### config.mk
export PLATFORM = sky130hd
export DESIGN_NAME = pfpr_bank
export DESIGN_NICKNAME = d
export VERILOG_FILES = /design/src/hdl/pfpr_pin_decode.v /design/src/hdl/pfpr_bank.v
export VERILOG_INCLUDE_DIRS = /design/src /design/src/hdl
export SDC_FILE = /design/constraint.sdc
export NUM_CORES = 1
export LEC_CHECK = 0
export ABC_AREA = 1
export BUFFER_PORTS_ARGS = -buffer_cell sky130_fd_sc_hd__buf_2
export CAP_MARGIN = 10
export CORE_MARGIN = 3
export CORE_UTILIZATION = 56
export DETAILED_ROUTE_END_ITERATION = 10
export PLACE_DENSITY = 0.85
export SKIP_CTS_REPAIR_TIMING = 1
export SYNTH_ARGS = -nofsm -noshare
export SYNTH_HDL_FRONTEND = slang
export SYNTH_SLANG_ARGS = --single-unit
### constraint.sdc
create_clock -name i_clk -period 1.97 [get_ports i_clk]
set_input_delay 0.197 -clock i_clk [delete_from_list [all_inputs] [get_ports i_clk]]
set_output_delay 0.197 -clock i_clk [all_outputs]
set_load 0.01 [all_outputs]
### src/hdl/pfpr_defs.vh
// Purpose: constants for the pin function and power register bank
// Assumes: control port delivers whole-register writes and reads, addressed by word
// Notes: included by the bank and its pin decoder
// Overview of operation
// two 24-bit pin function registers hold twelve 4-bit pin codes
// low register holds pins 0-5, high pins 6-11, ascending nibbles
// top bit of a pin code inverts the pin signal both ways, except 1111 on adc-mapped pins, which is not inverted
// pull-up on whenever the pin is a gpio or serial input
// 0000 debounced input, 0001 plain input, 0010 output, 0011 open collector
// codes 1000 to 1011 are the same functions with inversion
// 0100 serial port, 1100 serial port inverted
// 1111 routes pin to aux adc, only on adc-mapped pins
// host may write reserved codes, such as 1111 on pins without an adc channel; device treats them as debounced input
// bits 9:8 of power register select aux adc smoothing mode
// power bits: 7 adcs, 6 ref buffer, 5 reference, 3:0 dacs
// bit 15 of aux adc enable register switches the aux adc on
// bit 2 of oscillator register stops the oscillator when set
// host writes 01 to dac init field to initialize the dacs
// registers decode at 0x0820, 0x0821, 0x0822, 0x0824, 0x0826, 0x0827
// every register resets to zero
// reserved bits read zero and ignore writes
`ifndef PFPR_DEFS_VH
`define PFPR_DEFS_VH
`define PFPR_ADDR_W 16
`define PFPR_DATA_W 24
`define PFPR_ADDR_PIN_LOW 16'h0820
`define PFPR_ADDR_PIN_HIGH 16'h0821
`define PFPR_ADDR_POWER 16'h0822
`define PFPR_ADDR_AUX_EN 16'h0824
`define PFPR_ADDR_OSC 16'h0826
`define PFPR_ADDR_DAC 16'h0827
`define PFPR_PINS_PER_REG 6
`define PFPR_NUM_PINS 12
`define PFPR_CODE_W 4
`define PFPR_PIN_REG_RESET 24'h000000
`define PFPR_REG16_RESET 16'h0000
`define PFPR_POWER_MASK 16'h03EF
`define PFPR_AUX_EN_BIT 15
`define PFPR_OSC_BIT 2
`define PFPR_SMOOTH_LO 8
`define PFPR_SMOOTH_HI 9
`define PFPR_ADC_PD_BIT 7
`define PFPR_REFBUF_PD_BIT 6
`define PFPR_REF_PD_BIT 5
`define PFPR_DAC_PD_HI 3
`define PFPR_DAC_PD_LO 0
`define PFPR_DAC0_PD_BIT 3
`define PFPR_DAC1_PD_BIT 2
`define PFPR_DAC2_PD_BIT 1
`define PFPR_DAC3_PD_BIT 0
`define PFPR_PINS_ALL 12'hFFF
`define PFPR_PINS_NONE 12'h000
`define PFPR_DAC_INIT_HI 1
`define PFPR_DAC_INIT_LO 0
`define PFPR_INV_BIT 3
`define PFPR_CODE_IN_DEB 3'h0
`define PFPR_CODE_IN_RAW 3'h1
`define PFPR_CODE_OUT 3'h2
`define PFPR_CODE_OC 3'h3
`define PFPR_CODE_SERIAL 3'h4
`define PFPR_CODE_AUX 4'hF
`define PFPR_AUX_PIN_MASK 12'h30C
`endif

### src/hdl/pfpr_pin_decode.v
// Purpose: decode one pin's 4-bit function code into control levels
// Assumes: code is a registered value
// Notes: purely combinational
`timescale 1ns/1ps
`include "pfpr_defs.vh"
module pfpr_pin_decode #(
    parameter AUX_CAPABLE = 0
) (
    input wire [3:0] i_code,
    output wire o_debounce,
    output wire o_gpio_in,
    output wire o_gpio_out,
    output wire o_open_coll,
    output wire o_serial,
    output wire o_aux,
    output wire o_invert,
    output wire o_pullup
);
    wire [2:0] base;
    wire aux_hit;
    assign base = i_code[2:0];
    // aux code only valid where the pin reaches an adc channel
    assign aux_hit = (i_code == `PFPR_CODE_AUX) && (AUX_CAPABLE != 0);
    assign o_aux = aux_hit;
    assign o_invert = i_code[`PFPR_INV_BIT] & ~aux_hit;
    assign o_gpio_out = (base == `PFPR_CODE_OUT);
    assign o_open_coll = (base == `PFPR_CODE_OC);
    assign o_serial = (base == `PFPR_CODE_SERIAL);
    // reserved codes fall back to debounced input
    assign o_gpio_in = ~aux_hit & ~o_gpio_out & ~o_open_coll & ~o_serial;
    assign o_debounce = o_gpio_in & (base != `PFPR_CODE_IN_RAW);
    assign o_pullup = o_gpio_in | o_serial;
endmodule // pfpr_pin_decode

### src/hdl/pfpr_bank.v
// Purpose: pin function and power control register bank
// Assumes: i_wr_en / i_rd_en are single-cycle strobes synchronous to i_clk
// Notes: read data registered, valid one cycle after i_rd_en
`timescale 1ns/1ps
`include "pfpr_defs.vh"
module pfpr_bank #(
    parameter NUM_PINS = `PFPR_NUM_PINS,
    parameter [11:0] AUX_PIN_MASK = `PFPR_AUX_PIN_MASK
) (
    input wire i_clk,
    input wire i_reset_n,
    input wire [15:0] i_addr,
    input wire i_wr_en,
    input wire [23:0] i_wr_data,
    input wire i_rd_en,
    output reg [23:0] o_rd_data,
    output reg o_rd_valid,
    output reg [11:0] o_pin_invert,
    output reg [11:0] o_pin_pullup,
    output reg [11:0] o_pin_debounce,
    output reg [11:0] o_pin_gpio_in,
    output reg [11:0] o_pin_gpio_out,
    output reg [11:0] o_pin_open_coll,
    output reg [11:0] o_pin_serial,
    output reg [11:0] o_pin_aux,
    output reg [1:0] o_aux_smoothing_select,
    output reg o_adc_powerdown,
    output reg o_ref_buffer_powerdown,
    output reg o_reference_powerdown,
    output reg [3:0] o_dac_powerdown,
    output reg o_aux_adc_on,
    output reg o_osc_powerdown,
    output reg [1:0] o_dac_init_field
);
    // ****************************************
    // registers
    // ****************************************
    reg [23:0] pin_function_low_r;
    reg [23:0] pin_function_high_r;
    reg [15:0] power_r;
    reg aux_on_r;
    reg osc_pd_r;
    reg [1:0] dac_init_r;
    reg [23:0] rd_nxt;
    wire [47:0] codes;
    wire [11:0] dec_inv, dec_pu, dec_deb, dec_in, dec_out, dec_oc, dec_ser, dec_aux;

    function hit;
        input [15:0] a;
        input [15:0] b;
        begin
            hit = (a == b);
        end
    endfunction

    always @(posedge i_clk) begin
        if (!i_reset_n) begin
            pin_function_low_r <= `PFPR_PIN_REG_RESET;
            pin_function_high_r <= `PFPR_PIN_REG_RESET;
            power_r <= `PFPR_REG16_RESET;
            aux_on_r <= 1'b0;
            osc_pd_r <= 1'b0;
            dac_init_r <= 2'h0;
        end else if (i_wr_en) begin
            if (hit(i_addr, `PFPR_ADDR_PIN_LOW)) begin
                pin_function_low_r <= i_wr_data;
            end
            if (hit(i_addr, `PFPR_ADDR_PIN_HIGH)) begin
                pin_function_high_r <= i_wr_data;
            end
            if (hit(i_addr, `PFPR_ADDR_POWER)) begin
                // bit 4 and upper bits are reserved
                power_r <= i_wr_data[15:0] & `PFPR_POWER_MASK;
            end
            if (hit(i_addr, `PFPR_ADDR_AUX_EN)) begin
                aux_on_r <= i_wr_data[`PFPR_AUX_EN_BIT];
            end
            if (hit(i_addr, `PFPR_ADDR_OSC)) begin
                osc_pd_r <= i_wr_data[`PFPR_OSC_BIT];
            end
            if (hit(i_addr, `PFPR_ADDR_DAC)) begin
                // stored as written; 01 is the only meaningful value
                dac_init_r <= i_wr_data[`PFPR_DAC_INIT_HI:`PFPR_DAC_INIT_LO];
            end
        end
    end

    // ****************************************
    // read back
    // ****************************************
    always @* begin
        rd_nxt = 24'h000000;
        case (i_addr)
            `PFPR_ADDR_PIN_LOW: rd_nxt = pin_function_low_r;
            `PFPR_ADDR_PIN_HIGH: rd_nxt = pin_function_high_r;
            `PFPR_ADDR_POWER: rd_nxt = {8'h00, power_r};
            `PFPR_ADDR_AUX_EN: rd_nxt = {8'h00, aux_on_r, 15'h0000};
            `PFPR_ADDR_OSC: rd_nxt = {21'h000000, osc_pd_r, 2'h0};
            `PFPR_ADDR_DAC: rd_nxt = {22'h000000, dac_init_r};
            default: rd_nxt = 24'h000000;
        endcase
    end

    always @(posedge i_clk) begin
        if (!i_reset_n) begin
            o_rd_data <= 24'h000000;
            o_rd_valid <= 1'b0;
        end else begin
            o_rd_valid <= i_rd_en;
            // unmapped addresses read zero
            o_rd_data <= i_rd_en ? rd_nxt : 24'h000000;
        end
    end

    // ****************************************
    // pin decode
    // ****************************************
    assign codes = {pin_function_high_r, pin_function_low_r};

    genvar g;
    generate
        for (g = 0; g < NUM_PINS; g = g + 1) begin : g_pin
            pfpr_pin_decode #(
                .AUX_CAPABLE(AUX_PIN_MASK[g])
            ) u_dec (
                .i_code(codes[g*`PFPR_CODE_W +: `PFPR_CODE_W]),
                .o_debounce(dec_deb[g]),
                .o_gpio_in(dec_in[g]),
                .o_gpio_out(dec_out[g]),
                .o_open_coll(dec_oc[g]),
                .o_serial(dec_ser[g]),
                .o_aux(dec_aux[g]),
                .o_invert(dec_inv[g]),
                .o_pullup(dec_pu[g])
            );
        end
    endgenerate

    // ****************************************
    // registered outputs
    // ****************************************
    // one cycle of latency keeps every output straight from a flop
    always @(posedge i_clk) begin
        if (!i_reset_n) begin
            // zero codes mean debounced input with pull-up on every pin
            o_pin_invert <= `PFPR_PINS_NONE;
            o_pin_pullup <= `PFPR_PINS_ALL;
            o_pin_debounce <= `PFPR_PINS_ALL;
            o_pin_gpio_in <= `PFPR_PINS_ALL;
            o_pin_gpio_out <= `PFPR_PINS_NONE;
            o_pin_open_coll <= `PFPR_PINS_NONE;
            o_pin_serial <= `PFPR_PINS_NONE;
            o_pin_aux <= `PFPR_PINS_NONE;
            o_aux_smoothing_select <= 2'h0;
            o_adc_powerdown <= 1'b0;
            o_ref_buffer_powerdown <= 1'b0;
            o_reference_powerdown <= 1'b0;
            o_dac_powerdown <= 4'h0;
            o_aux_adc_on <= 1'b0;
            o_osc_powerdown <= 1'b0;
            o_dac_init_field <= 2'h0;
        end else begin
            o_pin_invert <= dec_inv;
            o_pin_pullup <= dec_pu;
            o_pin_debounce <= dec_deb;
            o_pin_gpio_in <= dec_in;
            o_pin_gpio_out <= dec_out;
            o_pin_open_coll <= dec_oc;
            o_pin_serial <= dec_ser;
            o_pin_aux <= dec_aux;
            o_aux_smoothing_select <= power_r[`PFPR_SMOOTH_HI:`PFPR_SMOOTH_LO];
            o_adc_powerdown <= power_r[`PFPR_ADC_PD_BIT];
            o_ref_buffer_powerdown <= power_r[`PFPR_REFBUF_PD_BIT];
            o_reference_powerdown <= power_r[`PFPR_REF_PD_BIT];
            // bit 3 is dac0 .. bit 0 is dac3; o_dac_powerdown[k] is dac k
            o_dac_powerdown <= {power_r[`PFPR_DAC3_PD_BIT], power_r[`PFPR_DAC2_PD_BIT],
                power_r[`PFPR_DAC1_PD_BIT], power_r[`PFPR_DAC0_PD_BIT]};
            o_aux_adc_on <= aux_on_r;
            o_osc_powerdown <= osc_pd_r;
            o_dac_init_field <= dac_init_r;
        end
    end
endmodule // pfpr_bank

==> results by group, run 1 <==
Pwr
  • Part of the power in the clock network: 44.8%
  • Reg power frac: 52.7%
  • Leakage power: 0.00356 uW
  • Combinational fraction of design power: 2.5%
  • Peak VDD IR: 753 uV
  • Power per cell area: 894 nW/um^2
  • Switching power: 1520 uW
  • Switching part of the total: 21.1%
  • Internal: 5670 uW

CTS
  • H-Tree Depth: 4
  • CTS tree: built
  • Clock Pin Slew Worst Setup and Hold Paths: 0.07 ns
  • Clk sink count: 187
  • CTS root buf: clkbuf_16
  • CTS buffer count: 17
  • Clk Latency, worst-skew pair: 0.42 ns
  • Longest Clk Path Bufs: 2

Synthesis
  • Synth top area cells: dfxtp_1, nand2_1, inv_1, a21oi_1, nand3_1
  • Post-synthesis cell count: 781
  • Synthesized area per cell: 8.35 sq um
  • Yosys Warn Count: 0
  • Seq/Total Area, Yosys: 57.4%
  • Post-synth top cells: dfxtp_1, nand2_1, inv_1, nor2_1, a21oi_1
  • Synth unique cells: 28
  • Asr flop ratio synth: 0%
  • Most frequent cell after synthesis: dfxtp_1
  • Post-synth EDFFs: 0
  • Synthesized flop and latch total: 187
  • Primary FF master, synth: dfxtp_1
  • Post-synth top area share: 57.4%
  • Synthesized cell area: 6520 sq um
  • Synth area leader: dfxtp_1

Floorplanning
  • Die width: 114 um
  • # IOs: 178
  • Die Ht: 114 um
  • Initial Utilization: 58.6%
  • Total core area: 11100 sq um
  • Full die area: 13000 sq um
  • Row count: 38

Layout
  • Area taken by multi-input logic gates: 2210 sq um
  • Share of layout cells above drive strength 1: 29.1%
  • Final net count: 993
  • Area grow syn2layout: 23.2%
  • FF/Latch Area: 3740 sq um
  • Filler Cells Inserted: 898
  • Inserted Diodes: 0

Placed design
  • Dpl hpwl: 11100 um
  • Worst slack, placed: 0.191 ns
  • GPL Wtd Cong: 0.885
  • Port bufs: 169

Route
  • Initial drt markers: 474
  • Via Count: 5614
  • Post-DRT Antenna Nets: 0
  • Drt pass-1 iters: 5
  • DRC viols: 0
  • Vias/cell: 5.09
  • WL/cell: 14.6 um
  • Routed wire length: 16000 um

Global route
  • Remaining Overflow, GRT: 0
  • First-pass GRT wire length: 24900 um
  • Largest net degree at the start of global routing: 47
  • Antenna violations before repair: 0
  • Total track usage: 24.4%
  • Vias in the first global route: 5142

Timing
  • Hold slack final: 0.0347 ns
  • Worst Slack Setup Final: 0.616 ns
  • Clock Skew: 0.00605 ns
  • Final setup fails: 0
  • Max Fclk: 738 MHz
  • Worst slew pin tran: 0.609 ns
  • Max-slew violation count: 0
  • RSZ-0062 raised after global routing: no
  • Period Utilization, post-route: 68.7%
  • Endpoints failing hold: 0
  • Total Neg Setup Slack: 0 ns
  • Period minus WS final: 1.35 ns
  • Rel. slew slack: 59.4%

Critical path
  • Critical Path End Type: flop
  • Most frequent CP cell: nand2_2
  • CP Launch Type: input pin
  • CP bufs+invs: 2
  • Worst EP required: 2.25 ns
  • CP Class: in -> reg
  • Crit path cell chain: buf_2 > nor2_2 > nand3_1 > nor2_4 > nand2_2 > inv_2 > nand2_2 > nand2_1 > a21oi_1
  • R2R Setup Slk: 0.76 ns
  • Slowest CP cell: nand2_2
  • WP data arrival: 1.63 ns
  • Largest stage delay on the critical path: 0.36 ns
  • Critical Path Fanout Max: 24
  • Crit path max-delay family: simple AND/OR/NAND/NOR gates

Status
  • Status: finished clean

Job
  • Max-cap violation count: 0

Hold path
  • Min-delay worst type: in -> reg
## flip-flops by register name, indices dropped and copies added (netlist names), 2 cells and up
signal	cells
o_aux_smoothing_select	2
o_rd_data	24
o_pin_aux	4
o_pin_gpio_in	12
pin_function_low_r	24
o_dac_init_field	2
o_pin_pullup	12
dac_init_r	2
o_pin_gpio_out	12
power_r	9
o_pin_open_coll	12
o_pin_serial	12
o_pin_invert	12
o_dac_powerdown	4
o_pin_debounce	12
pin_function_high_r	24
## stage by stage
step | instances | total power [uW] | utilization (%) | cell area (sq um)
global route | 1102 | 7360 | 72.2 | 8030
global placement | 1070 | 4040 | 67.1 | 7460
finish | 1102 | 7180 | 72.2 | 8030
floorplan | 788 | 3960 | - | 6550
CTS | 1102 | 7200 | 72.2 | 8030
detailed placement | 1070 | 4040 | 67.1 | 7460
## cells in the final DEF (no fill, tap or decap)
cell type,count
a21oi_1,63
a21oi_2,18
buf_12,2
buf_2,169
buf_4,12
bufinv_16,1
clkbuf_1,1
clkbuf_16,17
clkbuf_8,3
clkinv_1,1
clkinv_2,5
clkinv_4,3
clkinvlp_4,3
conb_1,8
dfxtp_1,187
inv_1,89
inv_2,3
nand2_1,160
nand2_2,23
nand2_4,1
nand3_1,58
nand4_1,4
nor2_1,67
nor2_2,14
nor2_4,3
nor3_1,11
o211ai_1,5
o21ai_0,17
o21ai_1,2
o21bai_1,1
o22ai_1,8
or2_2,3
## worst paths after layout
check,start,to,cells after the start
worst min register to register,power_r[2],o_dac_powerdown[1],2
worst min-delay path,i_wr_data[22],pin_function_low_r[22],3
worst max register to register,pin_function_low_r[14],o_pin_debounce[3],5
worst max-delay path,i_addr[3],pin_function_high_r[16],9
## power by group through the flow
stage | logic (uW) | registers, uW | clock network [uW]
floorplan | 92.6 | 3870 | 0
finish | 179 | 3780 | 3220
CTS | 175 | 3780 | 3240
detailed placement | 175 | 3870 | 0
global placement | 173 | 3870 | 0
global route | 193 | 3780 | 3380
## tightest hold or removal path: cells and delay by family
kind            cells  cell delay (ns)
buf+inv             1             0.11
simple gates        1             0.06
compound gates      1             0.04
## layout make-up
| type | count | area share (%) |
|---|---|---|
| flip-flops and latches | 187 | 46.6 |
| multi-input cells | 466 | 27.5 |
| clock inverters | 11 | 1.18 |
| repair buffers | 183 | 12.2 |
| inverters | 94 | 4.46 |
| well taps | 140 | 2.18 |
| clock buffers | 21 | 5.86 |
## logic make-up after synthesis
group / after synthesis / share of synthesized area, %
flip-flops: 187 / 57.4
AND/OR/NAND/NOR: 344 / 23.3
AO/OA/AOI/OAI: 114 / 10.2
buffers and inverters: 135 / 9.06
other: 1 / 0.0575
## layer usage
layer  routed length, um  vias to the layer above  global-route usage (%)
li1                    -                     2776                       -
met1                7000                     2570                    31.6
met2                7520                      246                    39.2
met3                1260                       22                    6.21
met4                 266                        0                    9.50
met5                   0                        -                       0
(Power assumes the default switching activity.)
==> inputs of run 2 (changes only) <==
--- a/config.mk
+++ b/config.mk
@@ -6,13 +6,13 @@
 export SDC_FILE = /design/constraint.sdc
 export NUM_CORES = 1
 export LEC_CHECK = 0
-export ABC_AREA = 1
+export ABC_AREA = 0
 export BUFFER_PORTS_ARGS = -buffer_cell sky130_fd_sc_hd__buf_2
 export CAP_MARGIN = 10
 export CORE_MARGIN = 3
-export CORE_UTILIZATION = 56
+export CORE_UTILIZATION = 51
 export DETAILED_ROUTE_END_ITERATION = 10
-export PLACE_DENSITY = 0.85
+export PLACE_DENSITY = 0.78
 export SKIP_CTS_REPAIR_TIMING = 1
 export SYNTH_ARGS = -nofsm -noshare
 export SYNTH_HDL_FRONTEND = slang
==> constraint.sdc (replaced) <==
create_clock -name i_clk -period 1.3 [get_ports i_clk]
set_input_delay 0.13 -clock i_clk [delete_from_list [all_inputs] [get_ports i_clk]]
set_output_delay 0.13 -clock i_clk [all_outputs]
set_load 0.01 [all_outputs]
==> run 2 against run 1 <==
Against the previous run:
- the flow now finishes with violations (negative setup slack)
- total power increased by 52%
- clock power grew 52%
- largest power group unchanged
- via count fell by 12%
- flip-flop and latch count is the same
- global-route usage shrank 3.8 points
- register-to-register slack got worse by 0.59 ns
- synthesized cell count fell by 21%
- critical path depth shrank 1
- highest routed layer unchanged
- critical endpoint is now pin_function_low_r[20]
==> results by group, run 2 <==
Job
  • Max-cap violation count: 0

Floorplanning
  • Initial Utilization: 52.4%
  • Die width: 117 um
  • Row count: 40
  • Total core area: 12100 sq um
  • Die Ht: 117 um
  • Full die area: 13800 sq um
  • # IOs: 178

Status
  • Violated checks: negative setup slack
  • Status: finished, violations left

CTS
  • Clk Latency, worst-skew pair: 0.42 ns
  • H-Tree Depth: 4
  • Longest Clk Path Bufs: 2
  • Clk sink count: 187
  • CTS root buf: clkbuf_16
  • Clock Pin Slew Worst Setup and Hold Paths: 0.07 ns
  • CTS buffer count: 17
  • CTS tree: built

Pwr
  • Switching part of the total: 21.2%
  • Switching power: 2320 uW
  • Internal: 8620 uW
  • Reg power frac: 52.4%
  • Combinational fraction of design power: 3.0%
  • Leakage power: 0.00414 uW
  • Part of the power in the clock network: 44.7%
  • Power per cell area: 1330 nW/um^2
  • Peak VDD IR: 692 uV

Global route
  • Largest net degree at the start of global routing: 39
  • Remaining Overflow, GRT: 0
  • First-pass GRT wire length: 22200 um
  • Antenna violations before repair: 0
  • Total track usage: 20.5%
  • Vias in the first global route: 4588

Route
  • Drt pass-1 iters: 5
  • Vias/cell: 4.98
  • Via Count: 4941
  • Routed wire length: 14300 um
  • Max layer used: met4
  • Post-DRT Antenna Nets: 0
  • Met2 Routed Length: 7180 um
  • DRC viols: 0
  • Initial drt markers: 314
  • WL/cell: 14.4 um
  • M1 wire length: 5980 um
  • Metal3 WL: 877 um

Critical path
  • Setup crit start: i_addr[6]
  • Critical Path End Type: flop
  • Worst reg2reg path depth: 3
  • Worst EP required: 1.63 ns
  • CP Class: in -> reg
  • CP Launch Type: input pin
  • Worst R2R End: o_rd_data[15]
  • Critical Path Fanout Max: 8
  • R2R Setup Slk: 0.17 ns
  • WP data arrival: 1.81 ns
  • Critical R2R Launch: pin_function_low_r[15]

Timing
  • Total Neg Setup Slack: -6.71 ns
  • Period Utilization, post-route: 114%
  • Worst Slack Setup Final: -0.179 ns
  • Max Fclk: 676 MHz
  • Clock Skew: 0.00823 ns
  • Period minus WS final: 1.48 ns
  • Max-slew violation count: 0
  • Final setup fails: 62
  • RSZ-0062 raised after global routing: yes
  • Endpoints failing hold: 0

Layout
  • Area taken by multi-input logic gates: 2320 sq um
  • Final net count: 856
  • Share of layout cells above drive strength 1: 30.5%
  • Filler Cells Inserted: 930
  • Area grow syn2layout: 30.0%
  • Largest registers: o_rd_data (24), pin_function_high_r (24), pin_function_low_r (24)
  • FF/Latch Area: 3740 sq um
  • Fin cells: 992
  • Commonest cells after routing, fill and taps aside: dfxtp_1, buf_2, nand2_1
  • Inserted Diodes: 0
  • Commonest non-fill, non-tap cell in the layout: dfxtp_1

Synthesis
  • Synthesized area per cell: 10.2 sq um
  • Seq/Total Area, Yosys: 59.3%
  • Asr flop ratio synth: 0%
  • Post-synth top cells: dfxtp_1, nand2_1, mux2i_1, nor2_1, inv_1
  • Post-synth EDFFs: 0
  • Yosys Warn Count: 0
  • Synth top area cells: dfxtp_1, mux2i_1, nand2_1, nor2_1, nand3_1
  • Post-synth top area share: 59.3%
  • Primary FF master, synth: dfxtp_1
  • Synth area leader: dfxtp_1
  • Most frequent cell after synthesis: dfxtp_1
  • Synthesized flop and latch total: 187
  • Synthesized cell area: 6320 sq um
  • Synth unique cells: 39
  • Post-synthesis cell count: 620

Placed design
  • Placed cells: 955
  • Port bufs: 169
  • Worst slack, placed: -0.644 ns
  • GPL Wtd Cong: 0.807
  • Dpl hpwl: 10300 um

Hold path
  • Worst-case hold path end point: pin_function_low_r[22]
  • Worst Hold Launch: i_wr_data[22]
  • Min-delay worst type: in -> reg
  • Worst Hold Path Cells: 3
[run 2: cell count changes after synthesis, moves of 9 or more]
cell     change
a21oi_1     -50
a21oi_2     -18
inv_1       -59
mux2i_1     +78
nand2_1     -57
nand2_2     -23
nand3_1     -28
nor2_1      -21
nor2_2      -14
nor2b_1     +10
or3_1        +9
[run 2: kinds of logic (layout without fill, tap and decap cells)]
family                 after synthesis  in the layout  synth area share (%)
XOR/XNOR                             1              1                 0.139
AO/OA/AOI/OAI                       39             39                  4.06
AND/OR/NAND/NOR                    237            237                  17.8
multiplexers                        86             86                  13.8
other                                1              8                0.0594
buffers and inverters               69            266                  4.89
flip-flops                         187            187                  59.3
[run 2: area by class of cell]
cell class,count,share of cell area (%)
sequential,187,45.6
multi-input combinational,371,28.2
timing repair buffer,204,15.3
clock buffer,19,5.52
tap,168,2.56
inverter,31,1.42
clock inverter,12,1.40
[run 2: critical path, stage by stage]
cell	delay (ns)
buf_6	0.09
or4b_4	0.55
nor4b_4	0.27
buf_6	0.15
nand4b_1	0.12
buf_6	0.16
buf_12	0.14
mux2i_2	0.19
[run 2: power groups by stage]
stage	Combinational [uW]	Clock [uW]	Sequential [uW]
floorplan	169	0	5860
CTS	312	4960	5730
global placement	305	0	5860
global route	347	5200	5730
finish	323	4890	5730
detailed placement	310	0	5860
[run 2: routing by layer]
layer | GRT usage [%] | vias to the layer above
li1 | - | 2434
met4 | 7.19 | 0
met2 | 35.3 | 176
met3 | 5.45 | 18
met1 | 24.9 | 2313
met5 | 0 | -
[run 2: stage by stage]
| step | util [%] | area (sq um) | power (uW) | hold WS, ns |
|---|---|---|---|---|
| 3_5_place_dp | 62.2 | 7510 | 6170 | 0.399 |
| 5_1_grt | 68.1 | 8210 | 11300 | 0.00287 |
| 3_3_place_gp | 62.2 | 7510 | 6160 | 0.393 |
| 6_report | 68.1 | 8210 | 10900 | 0.00185 |
| 2_1_floorplan | - | 6370 | 6030 | 0.241 |
| 4_1_cts | 66.9 | 8070 | 11000 | -0.0213 |
[run 2: how the worst max path moves through the flow]
stage	endpoint	slack [ns]	cells after the start
2_1_floorplan	pin_function_low_r[18]	-0.55	6
3_3_place_gp	pin_function_low_r[11]	-0.56	7
3_5_place_dp	pin_function_low_r[7]	-0.64	7
4_1_cts	pin_function_low_r[20]	-0.23	7
5_1_grt	pin_function_low_r[20]	-0.21	8
6_report	pin_function_low_r[20]	-0.18	8
